===== config.mk =====
export PLATFORM = sky130hd
export DESIGN_NAME = amd_address_map_decoder
export DESIGN_NICKNAME = d
export VERILOG_FILES = /design/src/amd_pkg.sv /design/src/amd_address_map_decoder.sv
export SDC_FILE = /design/constraint.sdc
export NUM_CORES = 1
export LEC_CHECK = 0
export ABC_AREA = 1
export BUFFER_PORTS_ARGS = -buffer_cell sky130_fd_sc_hd__buf_2
export CORE_AREA = 2 2 183 185
export DETAILED_ROUTE_END_ITERATION = 8
export DIE_AREA = 0 0 185 187
export GPL_ROUTABILITY_DRIVEN = 1
export PLACE_DENSITY = 0.48
export SYNTH_ARGS = -nofsm -noshare
export SYNTH_HDL_FRONTEND = slang
export SYNTH_SLANG_ARGS = --single-unit

===== constraint.sdc =====
create_clock -name clk -period 5.07 [get_ports clk]
set_input_delay 1.2675 -clock clk [delete_from_list [all_inputs] [get_ports clk]]
set_output_delay 1.2675 -clock clk [all_outputs]
set_load 0.005 [all_outputs]

===== src/amd_pkg.sv =====
// Purpose: Constants for the address map decoder
// Assumes: 32-bit CPU addresses, 26-bit physical space
// Notes:   Shared by the decoder top and its bench
package amd_pkg;
  localparam int          PHYS_W         = 26;
  localparam logic [25:0] RAM_BASE       = 26'h3FFE000;
  localparam logic [25:0] RAM_LAST       = 26'h3FFEFFF;
  localparam logic [25:0] PIO_BASE       = 26'h3FFF000;
  localparam logic [25:0] PIO_LAST       = 26'h3FFFFFF;
  localparam logic [25:0] EXT_LAST       = 26'h3FFDFFF;
  localparam logic [25:0] RSV_BASE       = 26'h1000000;
  localparam logic [25:0] RSV_LAST       = 26'h2FFFFFF;
  // Expansion register inside the peripheral window
  localparam logic [11:0] EXP_REG_OFS    = 12'h04C;
  localparam logic [31:0] EXP_REG_ADDR   = 32'hFFFFF04C;
  localparam logic [7:0]  EXP_RESET_M0   = 8'h07;
  localparam logic [7:0]  EXP_RESET_M1   = 8'h0F;
  localparam int          EXP_SEL_LSB    = 0;
  localparam int          EXP_REL_BIT    = 3;
  // APB offsets of block-local registers
  localparam logic [11:0] APB_EXP_OFS    = 12'h000;
  localparam logic [11:0] APB_STAT_OFS   = 12'h004;
  localparam logic [11:0] APB_LAST_OFS   = 12'h008;
  // Vector addresses
  localparam logic [31:0] VEC_RESET      = 32'h00000000;
  localparam logic [31:0] VEC_NMI        = 32'h00000010;
  localparam logic [31:0] VEC_TRAP_A     = 32'h00000040;
  localparam logic [31:0] VEC_TRAP_B     = 32'h00000050;
  localparam logic [31:0] VEC_ILLEGAL    = 32'h00000060;
  localparam logic [31:0] VEC_TIMER_OVF  = 32'h00000080;
  localparam logic [31:0] VEC_CONV_DONE  = 32'h00000400;
  localparam logic [31:0] VEC_STEP       = 32'h00000010;
  localparam int          NUM_CS         = 8;
  localparam int          CS_SHIFT       = 23;
  typedef enum logic [2:0] {
    EXC_RESET   = 3'h0,
    EXC_NMI     = 3'h1,
    EXC_TRAP_A  = 3'h2,
    EXC_TRAP_B  = 3'h3,
    EXC_ILLEGAL = 3'h4,
    EXC_PERIPH  = 3'h5
  } amd_exc_t;
  typedef enum logic [1:0] {
    WS_IDLE = 2'b00,
    WS_LOW  = 2'b01,
    WS_HIGH = 2'b10
  } amd_word_t;
endpackage


===== src/amd_address_map_decoder.sv =====
// Purpose: Address folding, window decode, vectors and expansion pins
// Assumes: Straps stable; peripheral accesses come as single requests
// Notes:   Registers on APB; peripheral word access split in two halves
`timescale 1ns/1ps

// Functional notes
// - Both straps low: 16-bit bus, 07H
// - Upper low, lower high: 8-bit, 0FH
// - Ignore upper six CPU address bits
// - PC top bits zero, carry dropped
// - Data address sum wraps at 32 bits
// - RAM window at 3FFE000H, 4 KB
// - Peripheral registers in 4 KB at 3FFF000H
// - Fixed vectors for reset, NMI, traps, illegal
// - Peripheral vectors 16-byte spaced, 80H to 400H
// - Peripheral decode ignores address bit 0
// - Word access becomes low then high halfword
// - Halfword on byte register: low byte only
// - External range with reserved hole, chip selects
// - Internal windows never start external cycles
// - Chip select per block, none for special
// - Expansion register byte/bit access, top zero
// - Field selects address lines and upper byte
// - Widest setting reaches 16 MB external
module amd_address_map_decoder
  import amd_pkg::*;
#(
  parameter int NUM_PERIPH_VEC = 64
) (
  // Clock and reset
  input  wire logic        clk,
  input  wire logic        rst,
  // Mode straps
  input  wire logic        strapSelectLow,
  input  wire logic        strapSelectHigh,
  // APB slave
  input  wire logic        psel,
  input  wire logic        penable,
  input  wire logic        pwrite,
  input  wire logic [11:0] paddr,
  input  wire logic [31:0] pwdata,
  input  wire logic [3:0]  pstrb,
  output logic [31:0]      prdata,
  output logic             pready,
  output logic             pslverr,
  // CPU data path
  input  wire logic        dataReq,
  input  wire logic        dataWrite,
  input  wire logic [1:0]  dataSize,
  input  wire logic [31:0] dataBase,
  input  wire logic [31:0] dataDisp,
  input  wire logic [31:0] dataWdata,
  output logic [31:0]      dataRdata,
  output logic             dataDone,
  // CPU fetch path
  input  wire logic [31:0] pcBase,
  input  wire logic [31:0] pcOffset,
  output logic [31:0]      pcTarget,
  output logic             pcInPeriph,
  // Exception vectoring
  input  wire logic        excReq,
  input  wire amd_exc_t    excKind,
  input  wire logic [6:0]  periphIndex,
  output logic [31:0]      vectorAddr,
  output logic             vectorValid,
  // Target selects
  output logic [25:0]      physAddr,
  output logic             selRam,
  output logic             selPeriph,
  output logic             extStart,
  output logic [NUM_CS-1:0] chipSel,
  // Peripheral halfword bus
  output logic             perReq,
  output logic             perWrite,
  output logic [11:0]      perAddr,
  output logic [15:0]      perWdata,
  output logic             perByteReg,
  input  wire logic [15:0] perRdata,
  input  wire logic        perIsByteReg,
  // Pin function outputs
  output logic [7:0]       expansionPinControl,
  output logic             upperDataIsBus,
  output logic [7:0]       upperAddrEnable,
  output logic             modeProhibited,
  output logic             busWide16
);
  logic [7:0]  expReg;
  logic [7:0]  expNext;
  logic        modeWide;
  logic        prohibited;
  logic        initDone;
  logic [31:0] cpuAddr;
  logic [25:0] phys;
  logic        inRam;
  logic        inPio;
  logic        inRsv;
  logic        inExt;
  amd_word_t   wordState;
  logic [31:0] wordRdata;

  // Straps caught after reset release, not by the reset itself
  always_ff @(posedge clk or posedge rst) begin
    if (rst) begin
      initDone   <= 1'b0;
      modeWide   <= 1'b1;
      prohibited <= 1'b0;
    end else if (!initDone) begin
      initDone   <= 1'b1;
      modeWide   <= !strapSelectLow;
      prohibited <= strapSelectHigh;
    end
  end

  // Expansion register: reset value by strap, byte or bit writes
  always_comb begin
    expNext = expReg;
    if (!initDone) begin
      expNext = strapSelectLow ? EXP_RESET_M1 : EXP_RESET_M0;
    end else if (psel && penable && pwrite && paddr == APB_EXP_OFS && pstrb[0]) begin
      expNext = {4'h0, pwdata[3:0]};
    end else if (dataDone && dataWrite && inPio && phys[11:1] == EXP_REG_OFS[11:1]) begin
      expNext = {4'h0, dataWdata[3:0]};
    end
  end

  always_ff @(posedge clk or posedge rst) begin
    if (rst) begin
      expReg <= EXP_RESET_M0;
    end else begin
      expReg <= expNext;
    end
  end

  assign expansionPinControl = expReg;
  assign busWide16           = modeWide;
  assign modeProhibited      = prohibited;
  assign upperDataIsBus      = !expReg[EXP_REL_BIT];

  // Address lines A16..A23 enabled in pairs from field value 4 upward
  genvar g;
  generate
    for (g = 0; g < 8; g++) begin : gAddr
      assign upperAddrEnable[g] = (expReg[2:0] >= 3'(4 + g / 2));
    end
  endgenerate

  // APB slave, zero wait states
  assign pready  = 1'b1;
  assign pslverr = psel && penable && (paddr >= APB_LAST_OFS);

  always_comb begin
    prdata = 32'h00000000;
    if (paddr == APB_EXP_OFS) begin
      prdata = {24'h000000, expReg};
    end else if (paddr == APB_STAT_OFS) begin
      prdata = {29'h0, initDone, prohibited, modeWide};
    end
  end

  // Data address wraps at 32 bits; top six bits folded away
  assign cpuAddr  = dataBase + dataDisp;
  assign phys     = cpuAddr[25:0];
  assign physAddr = phys;

  assign inRam = (phys >= RAM_BASE) && (phys <= RAM_LAST);
  assign inPio = (phys >= PIO_BASE) && (phys <= PIO_LAST);
  assign inRsv = (phys >= RSV_BASE) && (phys <= RSV_LAST);
  assign inExt = !inRam && !inPio && !inRsv && (phys <= EXT_LAST);

  assign selRam    = dataReq && inRam;
  assign selPeriph = dataReq && inPio;
  assign extStart  = dataReq && inExt;

  // Top block has no chip select; external logic decodes it
  generate
    for (g = 0; g < NUM_CS; g++) begin : gCs
      if (g == NUM_CS - 1) begin : gNone
        assign chipSel[g] = 1'b0;
      end else begin : gSel
        assign chipSel[g] = extStart && (phys[PHYS_W-1:CS_SHIFT] == 3'(g));
      end
    end
  endgenerate

  // Program counter stays inside 64 MB
  always_comb begin
    logic [31:0] sum;
    sum        = pcBase + pcOffset;
    pcTarget   = {6'h00, sum[25:1], 1'b0};
    pcInPeriph = (sum[25:0] >= PIO_BASE);
  end

  // Vector table
  always_comb begin
    vectorAddr  = VEC_RESET;
    vectorValid = excReq;
    case (excKind)
      EXC_RESET:   vectorAddr = VEC_RESET;
      EXC_NMI:     vectorAddr = VEC_NMI;
      EXC_TRAP_A:  vectorAddr = VEC_TRAP_A;
      EXC_TRAP_B:  vectorAddr = VEC_TRAP_B;
      EXC_ILLEGAL: vectorAddr = VEC_ILLEGAL;
      EXC_PERIPH: begin
        vectorAddr = VEC_TIMER_OVF + VEC_STEP * {25'h0, periphIndex};
        if (vectorAddr > VEC_CONV_DONE || periphIndex >= 7'(NUM_PERIPH_VEC)) begin
          vectorValid = 1'b0;
        end
      end
      default:     vectorValid = 1'b0;
    endcase
  end

  // Peripheral halfword sequencer; word access split low then high
  always_ff @(posedge clk or posedge rst) begin
    if (rst) begin
      wordState <= WS_IDLE;
      wordRdata <= 32'h00000000;
    end else begin
      case (wordState)
        WS_IDLE: begin
          if (selPeriph) begin
            wordState <= WS_LOW;
          end
        end
        WS_LOW: begin
          wordRdata[15:0] <= perRdata;
          wordState       <= (dataSize == 2'd2) ? WS_HIGH : WS_IDLE;
        end
        WS_HIGH: begin
          wordRdata[31:16] <= perRdata;
          wordState        <= WS_IDLE;
        end
        default: wordState <= WS_IDLE;
      endcase
    end
  end

  assign perReq     = (wordState != WS_IDLE);
  assign perWrite   = dataWrite;
  assign perByteReg = perIsByteReg;
  always_comb begin
    perAddr  = {phys[11:2], wordState == WS_HIGH, 1'b0};
    if (dataSize != 2'd2) begin
      perAddr = {phys[11:1], 1'b0};
    end
    perWdata = (wordState == WS_HIGH) ? dataWdata[31:16] : dataWdata[15:0];
    if (perIsByteReg) begin
      perWdata = {8'h00, perWdata[7:0]};
    end
  end

  assign dataDone = (wordState == WS_HIGH) || (wordState == WS_LOW && dataSize != 2'd2);

  // Read data: byte registers leave the upper byte unspecified (zero here on byte and halfword reads, passed through on word reads)
  always_ff @(posedge clk or posedge rst) begin
    if (rst) begin
      dataRdata <= 32'h00000000;
    end else if (wordState == WS_HIGH) begin
      dataRdata <= {perRdata, wordRdata[15:0]};
    end else if (wordState == WS_LOW && dataSize != 2'd2) begin
      dataRdata <= {16'h0000, perIsByteReg ? 8'h00 : perRdata[15:8], perRdata[7:0]};
    end
  end
endmodule


# Yosys cells after proc, flatten, opt, wreduce, memory -nomap -nowiden
# Index checks and enable logic that the tools add are counted.
# op_classes
add_sub_neg	3
order_cmp	15
n_eq_ne	19
muxes	18
reduce_logical	39
# op_table
cell	count
26-bit <= comparator, second input constant	4
26-bit greater-or-equal comparator, second input constant	3
32-bit two-way mux	2
12-bit one-hot mux with 5 select lines	1
26-bit adder	2
8-bit two-way mux	5
16-bit two-way mux	2
26-bit by 25-bit greater-or-equal comparator with 1-bit output, second input constant	1
1-bit logical AND	25
3-bit == test, second input constant	5
8-bit by 11-bit adder with 12-bit output, first input constant	1
12-bit by 3-bit == test with 1-bit output, second input constant	1
3-bit by 2-bit == test with 1-bit output, second input constant	4
12-bit by 4-bit greater-or-equal comparator with 1-bit output, second input constant	1
3-bit greater-or-equal comparator, second input constant	4
12-bit by 11-bit > comparator with 1-bit output, second input constant	1
12-bit logical NOT	1
11-bit by 6-bit == test with 1-bit output, second input constant	1
7-bit greater-or-equal comparator, second input constant	1
3-bit by 1-bit == test with 1-bit output, second input constant	2
3-bit logical NOT	2
2-bit two-way mux	3
1-bit logical NOT	5
5-bit OR reduction	1
12 further kinds	16
# totals
regBits	61
inputBits	247

# Longest topological paths before layout
# Gate-level depths: netlist (run 1).
# depth
word_depth	9
mapped_depth	19
ltp_nobuf	19

# Least setup slack after synthesis (run 1)
# Ideal clock, no wire load.
# synth_timing
path_type	input -> output
from	input dataBase[0]
to	output chipSel[0]
arrival_time_ps	3155
t_required_ps	3803
setup_slack_ps	647
stages	19
n_path_buf	0
cell_sequence	ha_1 inv_1 fa_1 nand3b_1 nand2_2 nand2_1 nand2_2 nand2_2 nand2_2 nand2_1 nand2_1 nand2_1 nand2_2 nand2_1 nor2_2 and2_1 nand2_1 nand2_2 nor2_1
# synth_between
elab_chain_cells	9
elab_cells_between_ends	20
classes_between	add/sub: 1; order compare: 7; reduce/logical: 12
# synth_rtl
element	line	rtl
start, declared	amd_address_map_decoder.sv:50	input wire logic [31:0] dataBase,
26-bit adder (*)	amd_address_map_decoder.sv:161	assign cpuAddr = dataBase + dataDisp;
net physAddr[24]	amd_address_map_decoder.sv:67	output logic [25:0] physAddr,
26-bit greater-or-equal comparator (tied with other cells)	amd_address_map_decoder.sv:165	assign inRam = (phys >= RAM_BASE) && (phys <= RAM_LAST);
1-bit logical AND, on equally long branches	amd_address_map_decoder.sv:165, amd_address_map_decoder.sv:166	
1-bit logical NOT	amd_address_map_decoder.sv:168	assign inExt = !inRam && !inPio && !inRsv && (phys <= EXT_LAST);
1-bit logical AND (3 in a row)	amd_address_map_decoder.sv:168	
1-bit logical AND	amd_address_map_decoder.sv:172	assign extStart = dataReq && inExt;
1-bit logical AND (*)	amd_address_map_decoder.sv:180	assign chipSel[g] = extStart && (phys[PHYS_W-1:CS_SHIFT] == 3'(g));
end, declared	amd_address_map_decoder.sv:71	output logic [NUM_CS-1:0] chipSel,
# Mark *: on every way through the listed nets, which the timed path passes. The rest lies on a longest branch.

# Worst setup path after layout (run 1)
# layout_timing
from	input dataDisp[0]
to	output selPeriph
# layout_between
elab_chain_cells	4
elab_cells_between_ends	5
classes_between	add/sub: 1; order compare: 2; reduce/logical: 2
# layout_rtl
element	line	rtl
start, declared	amd_address_map_decoder.sv:51	input wire logic [31:0] dataDisp,
26-bit adder (*)	amd_address_map_decoder.sv:161	
26-bit greater-or-equal comparator / 26-bit <= comparator (equally long branches)	amd_address_map_decoder.sv:166	assign inPio = (phys >= PIO_BASE) && (phys <= PIO_LAST);
1-bit logical AND (*)	amd_address_map_decoder.sv:166	
1-bit logical AND (*)	amd_address_map_decoder.sv:171	assign selPeriph = dataReq && inPio;
end, declared	amd_address_map_decoder.sv:69	output logic selPeriph,
# Mark *: on every way between the ends. The rest lies on a longest branch, timed or not.

==> out/qor.txt, run 1 <==
status = finished clean
Seq. cell area = 1431 µm²
crit-path max cell delay = 0.35 ns
Post-DP Area = 8927 µm²
drt pass-1 iters = 5
register area share after synthesis = 0.2037
Core ar. = 32860 µm²
Fill cells = 3805
synthesis-to-finish area growth = 31.71%
vias in the first global route = 7485
Final HPWL DP = 21670 µm
data arrival time of the critical path = 3.57 ns
Post-route DRC = 0
asr flop ratio synth = 1.000
clock root cell = clkbuf_16
Final Slew Violations = 0
WL/cell = 13.18 µm
Net count, final = 1746
Post-Syn Area per Cell = 6.326 µm²
unique cell type count in the Yosys netlist = 49
area occupied by multi-input gates = 4607 µm²
Slew HR = 0.6066
crit path buf inv count = 4
starting density of the core = 0.2139
flops & latches, synth = 57
Yosys warnings = 0
Synth Instances = 1111
ant diodes = 0
fin crit period = 4.841 ns
Hold Startpoint = wordRdata[14]$_DFFE_PP0P_
Worst-Margin Slew = 0.5887 ns
Die ar. = 34600 µm²
grt ovf = 0
maximum root-to-sink buffer count = 2
CP Launch Point = dataDisp[0]
reg2reg start = wordState[1]$_DFFE_PP0P_
clk sink count = 57
crit end category = output pin
Worst Path Max Fanout = 5
worst min path class = reg2reg
share of post-route cells with drive strength above 1 = 0.2889
Syn Std Cell Area = 7028 µm²
Achievable Freq = 0.2066 GHz
Critical Setup Path Class = in2out
DRT iter0 DRCs = 401
Post-synth EDFFs = 0
Placement Rows = 67
Die W = 185 µm
Worst Path Required = 3.80 ns
Leak = 0.005413 µW
vias per std cell = 4.196
Post-CTS Hold Fix Bufs = 0
crit path cell chain = buf_2 > ha_1 > inv_1 > fa_2 > nand3b_1 > nand2_2 > nand2_1 > nand2_2 > nand2_2 > nand2_2 > nand2_1 > nand2_1 > nand2_1 > nand2_2 > nand2_1 > nor2_2 > and2_4 > nand4_1 > inv_1 > buf_2
Clock Latency Late Sink = 0.33 ns
Hold Vio Cnt, Final = 0
Fin Clk Skew = 0.006392 ns
DR vias = 7952
Sum Neg Setup Slack = 0 ns
CTS clk-pin slew, worst paths = 0.05 ns
pwr dens = 205.0 nW/µm²
RSZ-0062 raised after global routing = no
final instance area = 9256 µm²
cell family with most CP delay = simple AND/OR/NAND/NOR gates
final setup fails = 0
H-tree levels = 3
Crit-path slowest cell = fa_2
max-cap violation count = 0
count of input and output buffers = 341
Top Ports = 467
peak supply drop = 0.0001704 V
first-pass GRT wire length = 38740 µm
crit path launch type = input port
antenna-violating nets left = 0
cts bufs inserted = 9
final WL = 24970 µm
CTS tree = done
Die Y = 187 µm
fin crit share = 0.9549
RePlAce Congestion = 0.8499
Final Core Density = 0.2817
initial antenna violation count = 1
top_reg_cell synth = dfrtp_1
GRT Total Usage = 0.1389
largest net degree at the start of global routing = 35
-- synthesized netlist by cell type, drive strengths merged (5+ instances only) --
master	number	area (µm²)
nand2	344	1334
inv	147	551.8
nor2	116	466.7
buf	90	664.4
nand3	64	320.3
a21oi	56	299.0
ha	55	688.2
dfrtp	53	1326
o21ai	30	150.1
xor2	23	209.0
a31oi	19	118.9
nand4	14	93.84
nor3	14	90.09
clkbuf	12	45.04
a22o	10	87.58
nand3b	10	75.07
a32o	6	60.06
xnor2	6	52.55
o21bai	5	37.54
-- worst register-to-register path, cell delays in order (launching register included) --
cell and delay, ns:
dfrtp_1 0.65, inv_2 0.10, nor2_4 0.48, a21oi_2 0.11, buf_4 0.24, nor2_1 0.12
nand2_1 0.05, nor2_1 0.15, nand3_1 0.10, nor2_1 0.18, nand2_1 0.08, nor2_1 0.28
nand4_2 0.25, nand2_2 0.15, nand2_1 0.07, nand2_1 0.06
-- cell usage in the layout (no fill, tap or decap), types with 5 or more instances in the layout --
master,n
nand3b_1,10
nand3_1,64
nand2_2,16
inv_2,5
ha_1,55
o21bai_1,5
nand4_1,13
nand2_1,327
clkbuf_16,9
inv_1,142
a21oi_2,6
dfrtp_1,53
a31oi_1,19
a22o_1,10
nor3_1,10
a21oi_1,50
buf_4,12
buf_2,341
conb_1,71
xor2_1,22
a32o_1,6
xnor2_1,6
nor2_1,110
o21ai_0,29
-- cell families after synthesis --
| family | Yosys count | share of synthesized area |
|---|---|---|
| and+or+nand+nor | 578 | 0.3548 |
| buffers and inverters | 250 | 0.1800 |
| AOI/OAI and AO/OA | 138 | 0.1196 |
| adders and majority gates | 57 | 0.1036 |
| DFF | 57 | 0.2037 |
| xor gates and xnor gates | 29 | 0.03721 |
| other | 2 | 0.001069 |
-- final timing paths --
path	end	slack, ns	cells past startpoint
max in group asynchronous	dataRdata[12]$_DFFE_PP0N_	3.25	3
max	selPeriph	0.23	20
min in group asynchronous	expansionPinControl[3]$_DFFE_PP0P_	0.97	2
max reg2reg	expansionPinControl[2]$_DFFE_PP1P_	1.94	15
min reg2reg	wordRdata[14]$_DFFE_PP0P_	0.47	2
min	wordRdata[14]$_DFFE_PP0P_	0.47	2
-- sequential cells by signal, indices dropped and copies added, names as in the netlist --
name / count
modeProhibited: 1
initDone: 1
expansionPinControl: 4
wordState: 2
dataRdata: 32
busWide16: 1
wordRdata: 16
-- per-stage QoR --
stage	hold WS [ns]	power [µW]	setup WS, ns	std cells
floorplan	0.4422	1003	0.6472	1180
global placement	0.4529	1297	0.07831	1878
detailed placement	0.4586	1298	0.06726	1878
CTS	0.4720	1922	0.06147	1894
global route	0.4900	2044	0.006656	1895
finish	0.4696	1897	0.2286	1895
-- routing by layer --
metal / track usage / routed length (µm) / up-vias
met2: 0.2279 / 11490 / 250
met3: 0.02142 / 1487 / 22
met4: 0.02228 / 289 / 2
li1: - / - / 4075
met1: 0.1943 / 11690 / 3603
met5: 0 / 13 / -
-- what timing repair did --
| action | 4_1_cts | 5_1_grt |
|---|---|---|
| resized for setup | 0 | 6 |
| setup endpoints to repair | 0 | 7 |
| buffers inserted | 0 | 1 |
-- final cells by class --
cell class                      instances  area share
Tap cell                              448     0.06056
Clock buffer                           10     0.02582
Inverter                              148     0.06002
Sequential cell                        57      0.1546
Multi-Input combinational cell        873      0.4977
Timing Repair Buffer                  353      0.1941
Clock inverter                          6    0.007164
-- where the power goes --
part | switching [µW] | internal, µW | leakage, µW | total [µW]
registers | 12.4 | 476 | 0.000670 | 488
clock network | 215 | 393 | 0.000141 | 609
logic | 481 | 320 | 0.00460 | 801
total | 708 | 1190 | 0.00541 | 1900
No activity file was read; power rests on OpenSTA's default activity.
==> inputs of run 2 (changes only) <==
==> constraint.sdc (replaced) <==
create_clock -name clk -period 5.07 [get_ports clk]
set_input_delay 1.2675 -clock clk [delete_from_list [all_inputs] [get_ports clk]]
set_output_delay 1.2675 -clock clk [all_outputs]
set_load 0.02 [all_outputs]
==> run 2 against run 1 <==
  * Sequential power about the same
  * Critical path depth unchanged
  * Routed wire length about the same
  * Cell count grew 0.37%
  * Critical endpoint unchanged
  * Sequential share of layout area about the same
  * Count of clock-buffer cells in the layout unchanged
  * Non-clock buffer count grew 7
  * Critical path type unchanged
  * Combinational power is 26% higher
  * Largest power group unchanged
  * Hold slack lost 0.0029 ns
  * Fmax is 0.58% lower
==> out/qor.txt, run 2 (synthesis gave the netlist of run 1 again) <==
count of input and output buffers = 341
ant diodes = 0
Final HPWL DP = 21630 µm
peak supply drop = 0.0001389 V
Slew HR = 0.5743
Final Slew Violations = 0
most flop-heavy register = dataRdata
grt ovf = 0
cts bufs inserted = 9
most frequent cells in the layout = 340 x buf_2, 326 x nand2_1, 142 x inv_1
initial antenna violation count = 1
Achievable Freq = 0.2054 GHz
CTS tree = done
crit-path max cell delay = 0.35 ns
critical path's most frequent cell = nand2_2
share of post-route cells with drive strength above 1 = 0.2944
H-tree levels = 3
WL/cell = 13.14 µm
largest net degree at the start of global routing = 45
worst min path class = reg2reg
max-cap violation count = 0
clk sink count = 57
fin crit share = 0.9604
RSZ-0062 raised after global routing = yes
starting density of the core = 0.2139
area occupied by multi-input gates = 4614 µm²
Net count, final = 1753
drt pass-1 iters = 6
vias in the first global route = 7338
crit path launch type = input port
Fill cells = 3751
status = finished clean
final setup fails = 0
Core ar. = 32860 µm²
antenna-violating nets left = 0
Die Y = 187 µm
first-pass GRT wire length = 38100 µm
Leak = 0.005431 µW
Clock Latency Late Sink = 0.32 ns
Sum Neg Setup Slack = 0 ns
DRT iter0 DRCs = 454
clock root cell = clkbuf_16
Die ar. = 34600 µm²
data arrival time of the critical path = 3.60 ns
Die W = 185 µm
DR vias = 7942
RePlAce Congestion = 0.8592
Worst Path Max Fanout = 5
final WL = 24990 µm
vias per std cell = 4.176
Critical Setup Path Class = in2out
crit path cell chain = buf_2 > ha_2 > inv_1 > fa_2 > nand3b_1 > nand2_2 > nand2_1 > nand2_2 > nand2_2 > nand2_2 > nand2_2 > nand2_1 > nand2_1 > nand2_2 > nand2_1 > nor2_2 > and2_4 > nand4_1 > inv_1 > buf_6
synthesis-to-finish area growth = 32.06%
Worst-Margin Slew = 0.6379 ns
Fin Clk Skew = 0.008232 ns
Hold Vio Cnt, Final = 0
commonest non-fill, non-tap cell in the layout = buf_2
Top Ports = 467
Worst Path Required = 3.80 ns
crit path buf inv count = 4
fin crit period = 4.869 ns
Placement Rows = 67
pwr dens = 219.2 nW/µm²
cell family with most CP delay = simple AND/OR/NAND/NOR gates
GRT Total Usage = 0.1362
total power = 2034 µW
CTS clk-pin slew, worst paths = 0.06 ns
max reg flops = 32
maximum root-to-sink buffer count = 2
Crit-path slowest cell = fa_2
Seq. cell area = 1431 µm²
Post-route DRC = 0
crit end category = output pin
run 2: area by class of cell:
cell class                 count  share of cell area
clock inverter                 6            0.003775
sequential                    57              0.1542
clock buffer                  10             0.02467
tap                          448             0.06039
timing repair buffer         360              0.1999
inverter                     148             0.05985
multi-input combinational    873              0.4972
run 2: power by group:
part	total, µW	switching, µW	internal (µW)
Clock	537	211	326
Combinational	1010	676	333
Sequential	488	12.3	476
Total	2030	899	1130
run 2: per-layer routing:
metal	track usage	routed length, µm
met4	0.02381	290
met2	0.2247	11410
met1	0.1904	11870
met3	0.01869	1407
met5	0	13
run 2: worst min-delay path, delay by kind of cell (launching register included):
family	cells	cell delay (ns)
DFF	1	0.34
and+or+nand+nor	2	0.10
run 2: repair_timing:
action,CTS,global route
hold buffers,0,0
setup endpoints to repair,0,7
gates resized for setup,0,11
setup buffers,0,5
endpoints found under the hold margin,0,0
run 2: stage by stage:
stage / area (µm²) / util / std cells / hold slack (ns) / setup WS, ns
5_1_grt: 9281 / 0.2824 / 1902 / 0.4921 / 0.001202
6_report: 9281 / 0.2824 / 1902 / 0.4666 / 0.2005
3_5_place_dp: 8950 / 0.2724 / 1881 / 0.4590 / 0.01911
2_1_floorplan: 7287 / - / 1180 / 0.4422 / 0.3943
3_3_place_gp: 8950 / 0.2724 / 1881 / 0.4527 / 0.04408
4_1_cts: 9214 / 0.2804 / 1897 / 0.4723 / 0.01467
run 2: path summary, 6_finish.rpt:
kind,startpoint,to,slack [ns],depth (start not counted)
min reg2reg,wordRdata[7]$_DFFE_PP0P_,wordRdata[7]$_DFFE_PP0P_,0.47,2
max,dataBase[0],selPeriph,0.20,20
max reg2reg,wordState[1]$_DFFE_PP0P_,expansionPinControl[3]$_DFFE_PP0P_,1.99,16
min in group asynchronous,rst,expansionPinControl[3]$_DFFE_PP0P_,0.98,2
min,wordRdata[7]$_DFFE_PP0P_,wordRdata[7]$_DFFE_PP0P_,0.47,2
max in group asynchronous,rst,dataRdata[30]$_DFFE_PP0N_,3.23,3
==> inputs of run 3 (changes only) <==
ABC_AREA = 0   (was 1)
CORE_AREA = 2 2 184 186   (was 2 2 183 185)
DIE_AREA = 0 0 186 188   (was 0 0 185 187)
PLACE_DENSITY = 0.46   (was 0.48)
==> run 3 against run 2 <==
  * The run now ends with setup timing left
  * Combinational power rose by 26%
  * Global-route usage rose by 0.057 points
  * Flip-flop and latch count did not move
  * Critical endpoint is now extStart
  * Clock skew fell by 0.0040 ns
  * Critical path depth fell by 5
  * Register-to-register slack improved by 0.08 ns
  * Via count fell by 5.0%
  * Non-clock buffer count rose by 138
  * Fmax fell by 9.0%
  * Largest cell class unchanged
==> out/qor.txt, run 3 <==
drt pass-1 iters = 4
crit path launch type = input port
failing checks = setup timing
RePlAce Congestion = 0.8152
Worst Path Required = 3.80 ns
Post-Syn Area per Cell = 8.079 µm²
Achievable Freq = 0.1869 GHz
RSZ-0062 raised after global routing = yes
max-cap violation count = 0
Worst Path Max Fanout = 5
first-pass GRT wire length = 38120 µm
worst min path class = reg2reg
Leak = 0.005550 µW
asr flop ratio synth = 1.000
Syn Std Cell Area = 6665 µm²
antenna-violating nets left = 0
critical path capture point = extStart
initial antenna violation count = 6
grt ovf = 0
cts bufs inserted = 9
Placement Rows = 67
share of post-route cells with drive strength above 1 = 0.5112
flops & latches, synth = 57
crit end category = output pin
clock root cell = clkbuf_16
Worst Hold Margin = 0.4718 ns
DR vias = 7547
Yosys warnings = 0
most frequent cell after synthesis = nand2_1
area leader, netlist = dfrtp_1
final WL = 25170 µm
CTS clk-pin slew, worst paths = 0.05 ns
Post-synth EDFFs = 0
data arrival time of the critical path = 4.08 ns
DRT iter0 DRCs = 229
Hold Vio Cnt, Final = 0
r2r worst-path depth = 10
fin crit share = 1.055
Die Y = 188 µm
starting density of the core = 0.2013
unique cell type count in the Yosys netlist = 81
vias in the first global route = 7354
most flop-heavy register = dataRdata
Synth Instances = 825
reg2reg start = wordState[0]$_DFFE_PP0P_
clk sink count = 57
R2R setup slack = 2.07 ns
maximum root-to-sink buffer count = 2
peak supply drop = 0.0001545 V
Die ar. = 34970 µm²
Final HPWL DP = 20950 µm
post-route insts no fill = 1743
CTS tree = done
Worst-Margin Slew = 0.9970 ns
synth top area cells = dfrtp_1 20%, ha_1 10%, buf_4 9.7%
Final Slew Violations = 0
Core ar. = 33110 µm²
top_reg_cell synth = dfrtp_1
synthesis-to-finish area growth = 63.79%
Fin Clk Skew = 0.004264 ns
count of input and output buffers = 341
PnR worst setup slack = -0.2810 ns
Die W = 186 µm
fin crit period = 5.351 ns
Post-synth top cells = 97 x nand2_1, 86 x buf_4, 60 x a21oi_1, 55 x ha_1, 53 x dfrtp_1
Critical R2R Capture = expansionPinControl[3]$_DFFE_PP0P_
most frequent cells in the layout = 322 x buf_2, 150 x buf_4, 96 x nand2_1
status = finished, violations left
Fill cells = 3552
largest net degree at the start of global routing = 50
CP Launch Point = dataDisp[0]
Net count, final = 1590
final setup fails = 3
Slew HR = 0.3353
Post-route DRC = 0
vias per std cell = 4.330
Top Ports = 467
Synth top area share = 0.1990
Clock Latency Late Sink = 0.33 ns
number of instances in the placed design = 1701
commonest non-fill, non-tap cell in the layout = buf_2
max reg flops = 32
H-tree levels = 3
Critical Setup Path Class = in2out
register area share after synthesis = 0.2148
WL/cell = 14.44 µm
pwr dens = 218.5 nW/µm²
GRT Total Usage = 0.1368
## run 3: how the worst min path moves through the flow
stage                              startpoint                         to  slack [ns]  cells after the start
CTS                 dataRdata[13]$_DFFE_PP0N_  dataRdata[13]$_DFFE_PP0N_        0.48                      2
finish              dataRdata[13]$_DFFE_PP0N_  dataRdata[13]$_DFFE_PP0N_        0.47                      2
detailed placement  dataRdata[13]$_DFFE_PP0N_  dataRdata[13]$_DFFE_PP0N_        0.46                      2
global placement     dataRdata[1]$_DFFE_PP0N_   dataRdata[1]$_DFFE_PP0N_        0.46                      2
global route         dataRdata[5]$_DFFE_PP0N_   dataRdata[5]$_DFFE_PP0N_        0.50                      2
floorplan            wordRdata[0]$_DFFE_PP0P_   wordRdata[0]$_DFFE_PP0P_        0.48                      1
## run 3: critical path: stages
cell      delay, ns
buf_8          0.07
ha_4           0.13
inv_2          0.04
fa_2           0.36
nor2b_4        0.16
o22a_1         0.19
and4_4         0.29
o21ai_4        0.08
a221oi_4       0.28
nand3_2        0.12
or4_4          0.55
nor2_4         0.13
nor2_1         0.06
o21a_2         0.22
buf_6          0.13
## run 3: cells by family after synthesis
| group | share of synthesized area |
|---|---|
| AND/OR/NAND/NOR | 0.1997 |
| XOR/XNOR | 0.05519 |
| adder cells (fa/ha/maj) | 0.1093 |
| multiplexers | 0.04674 |
| buffers and inverters | 0.1361 |
| other | 0.001127 |
| AO/OA/AOI/OAI | 0.2371 |
| flip-flops | 0.2148 |
## run 3: per-stage QoR
step                area (µm²)  setup TNS (ns)  power, µW    util  worst slack [ns]
global placement          9641          -2.842       1597  0.2911           -0.4326
floorplan                 7142         -0.4235       1183       -           -0.1493
CTS                      10710          -1.141       2377  0.3234           -0.3076
global route             10910          -1.242       2529  0.3296           -0.3610
detailed placement        9641          -2.902       1597  0.2911           -0.4719
finish                   10920         -0.7635       2386  0.3297           -0.2810
## run 3: per-layer routing
metal,part of all wire,global-route usage
met1,0.43,0.1673
met4,0.012,0.02756
met3,0.052,0.02292
met2,0.50,0.2494
met5,0.0010,0
## run 3: final cells by class
type | count | area [µm²] | share of cell area
clock buffer | 11 | 242.7 | 0.02224
clock inverter | 5 | 78.83 | 0.007221
antenna | 4 | 10.01 | 0.0009169
timing repair buffer | 498 | 3038 | 0.2783
tap | 448 | 560.5 | 0.05135
inverter | 30 | 112.6 | 0.01032
multi-input combinational | 690 | 5443 | 0.4986
sequential | 57 | 1431 | 0.1311
## run 3: what timing repair did
item / 4_1_cts / 5_1_grt
buffers inserted: 20 / 4
gates resized for setup: 101 / 38
hold buffers: 0 / 0
endpoints found under the setup margin: 9 / 8
pin swaps: 71 / 40
## run 3: where the power goes
part	internal [µW]	total, µW	switching (µW)
combinational	567	1270	705
clock	442	650	209
sequential	460	463	3.48
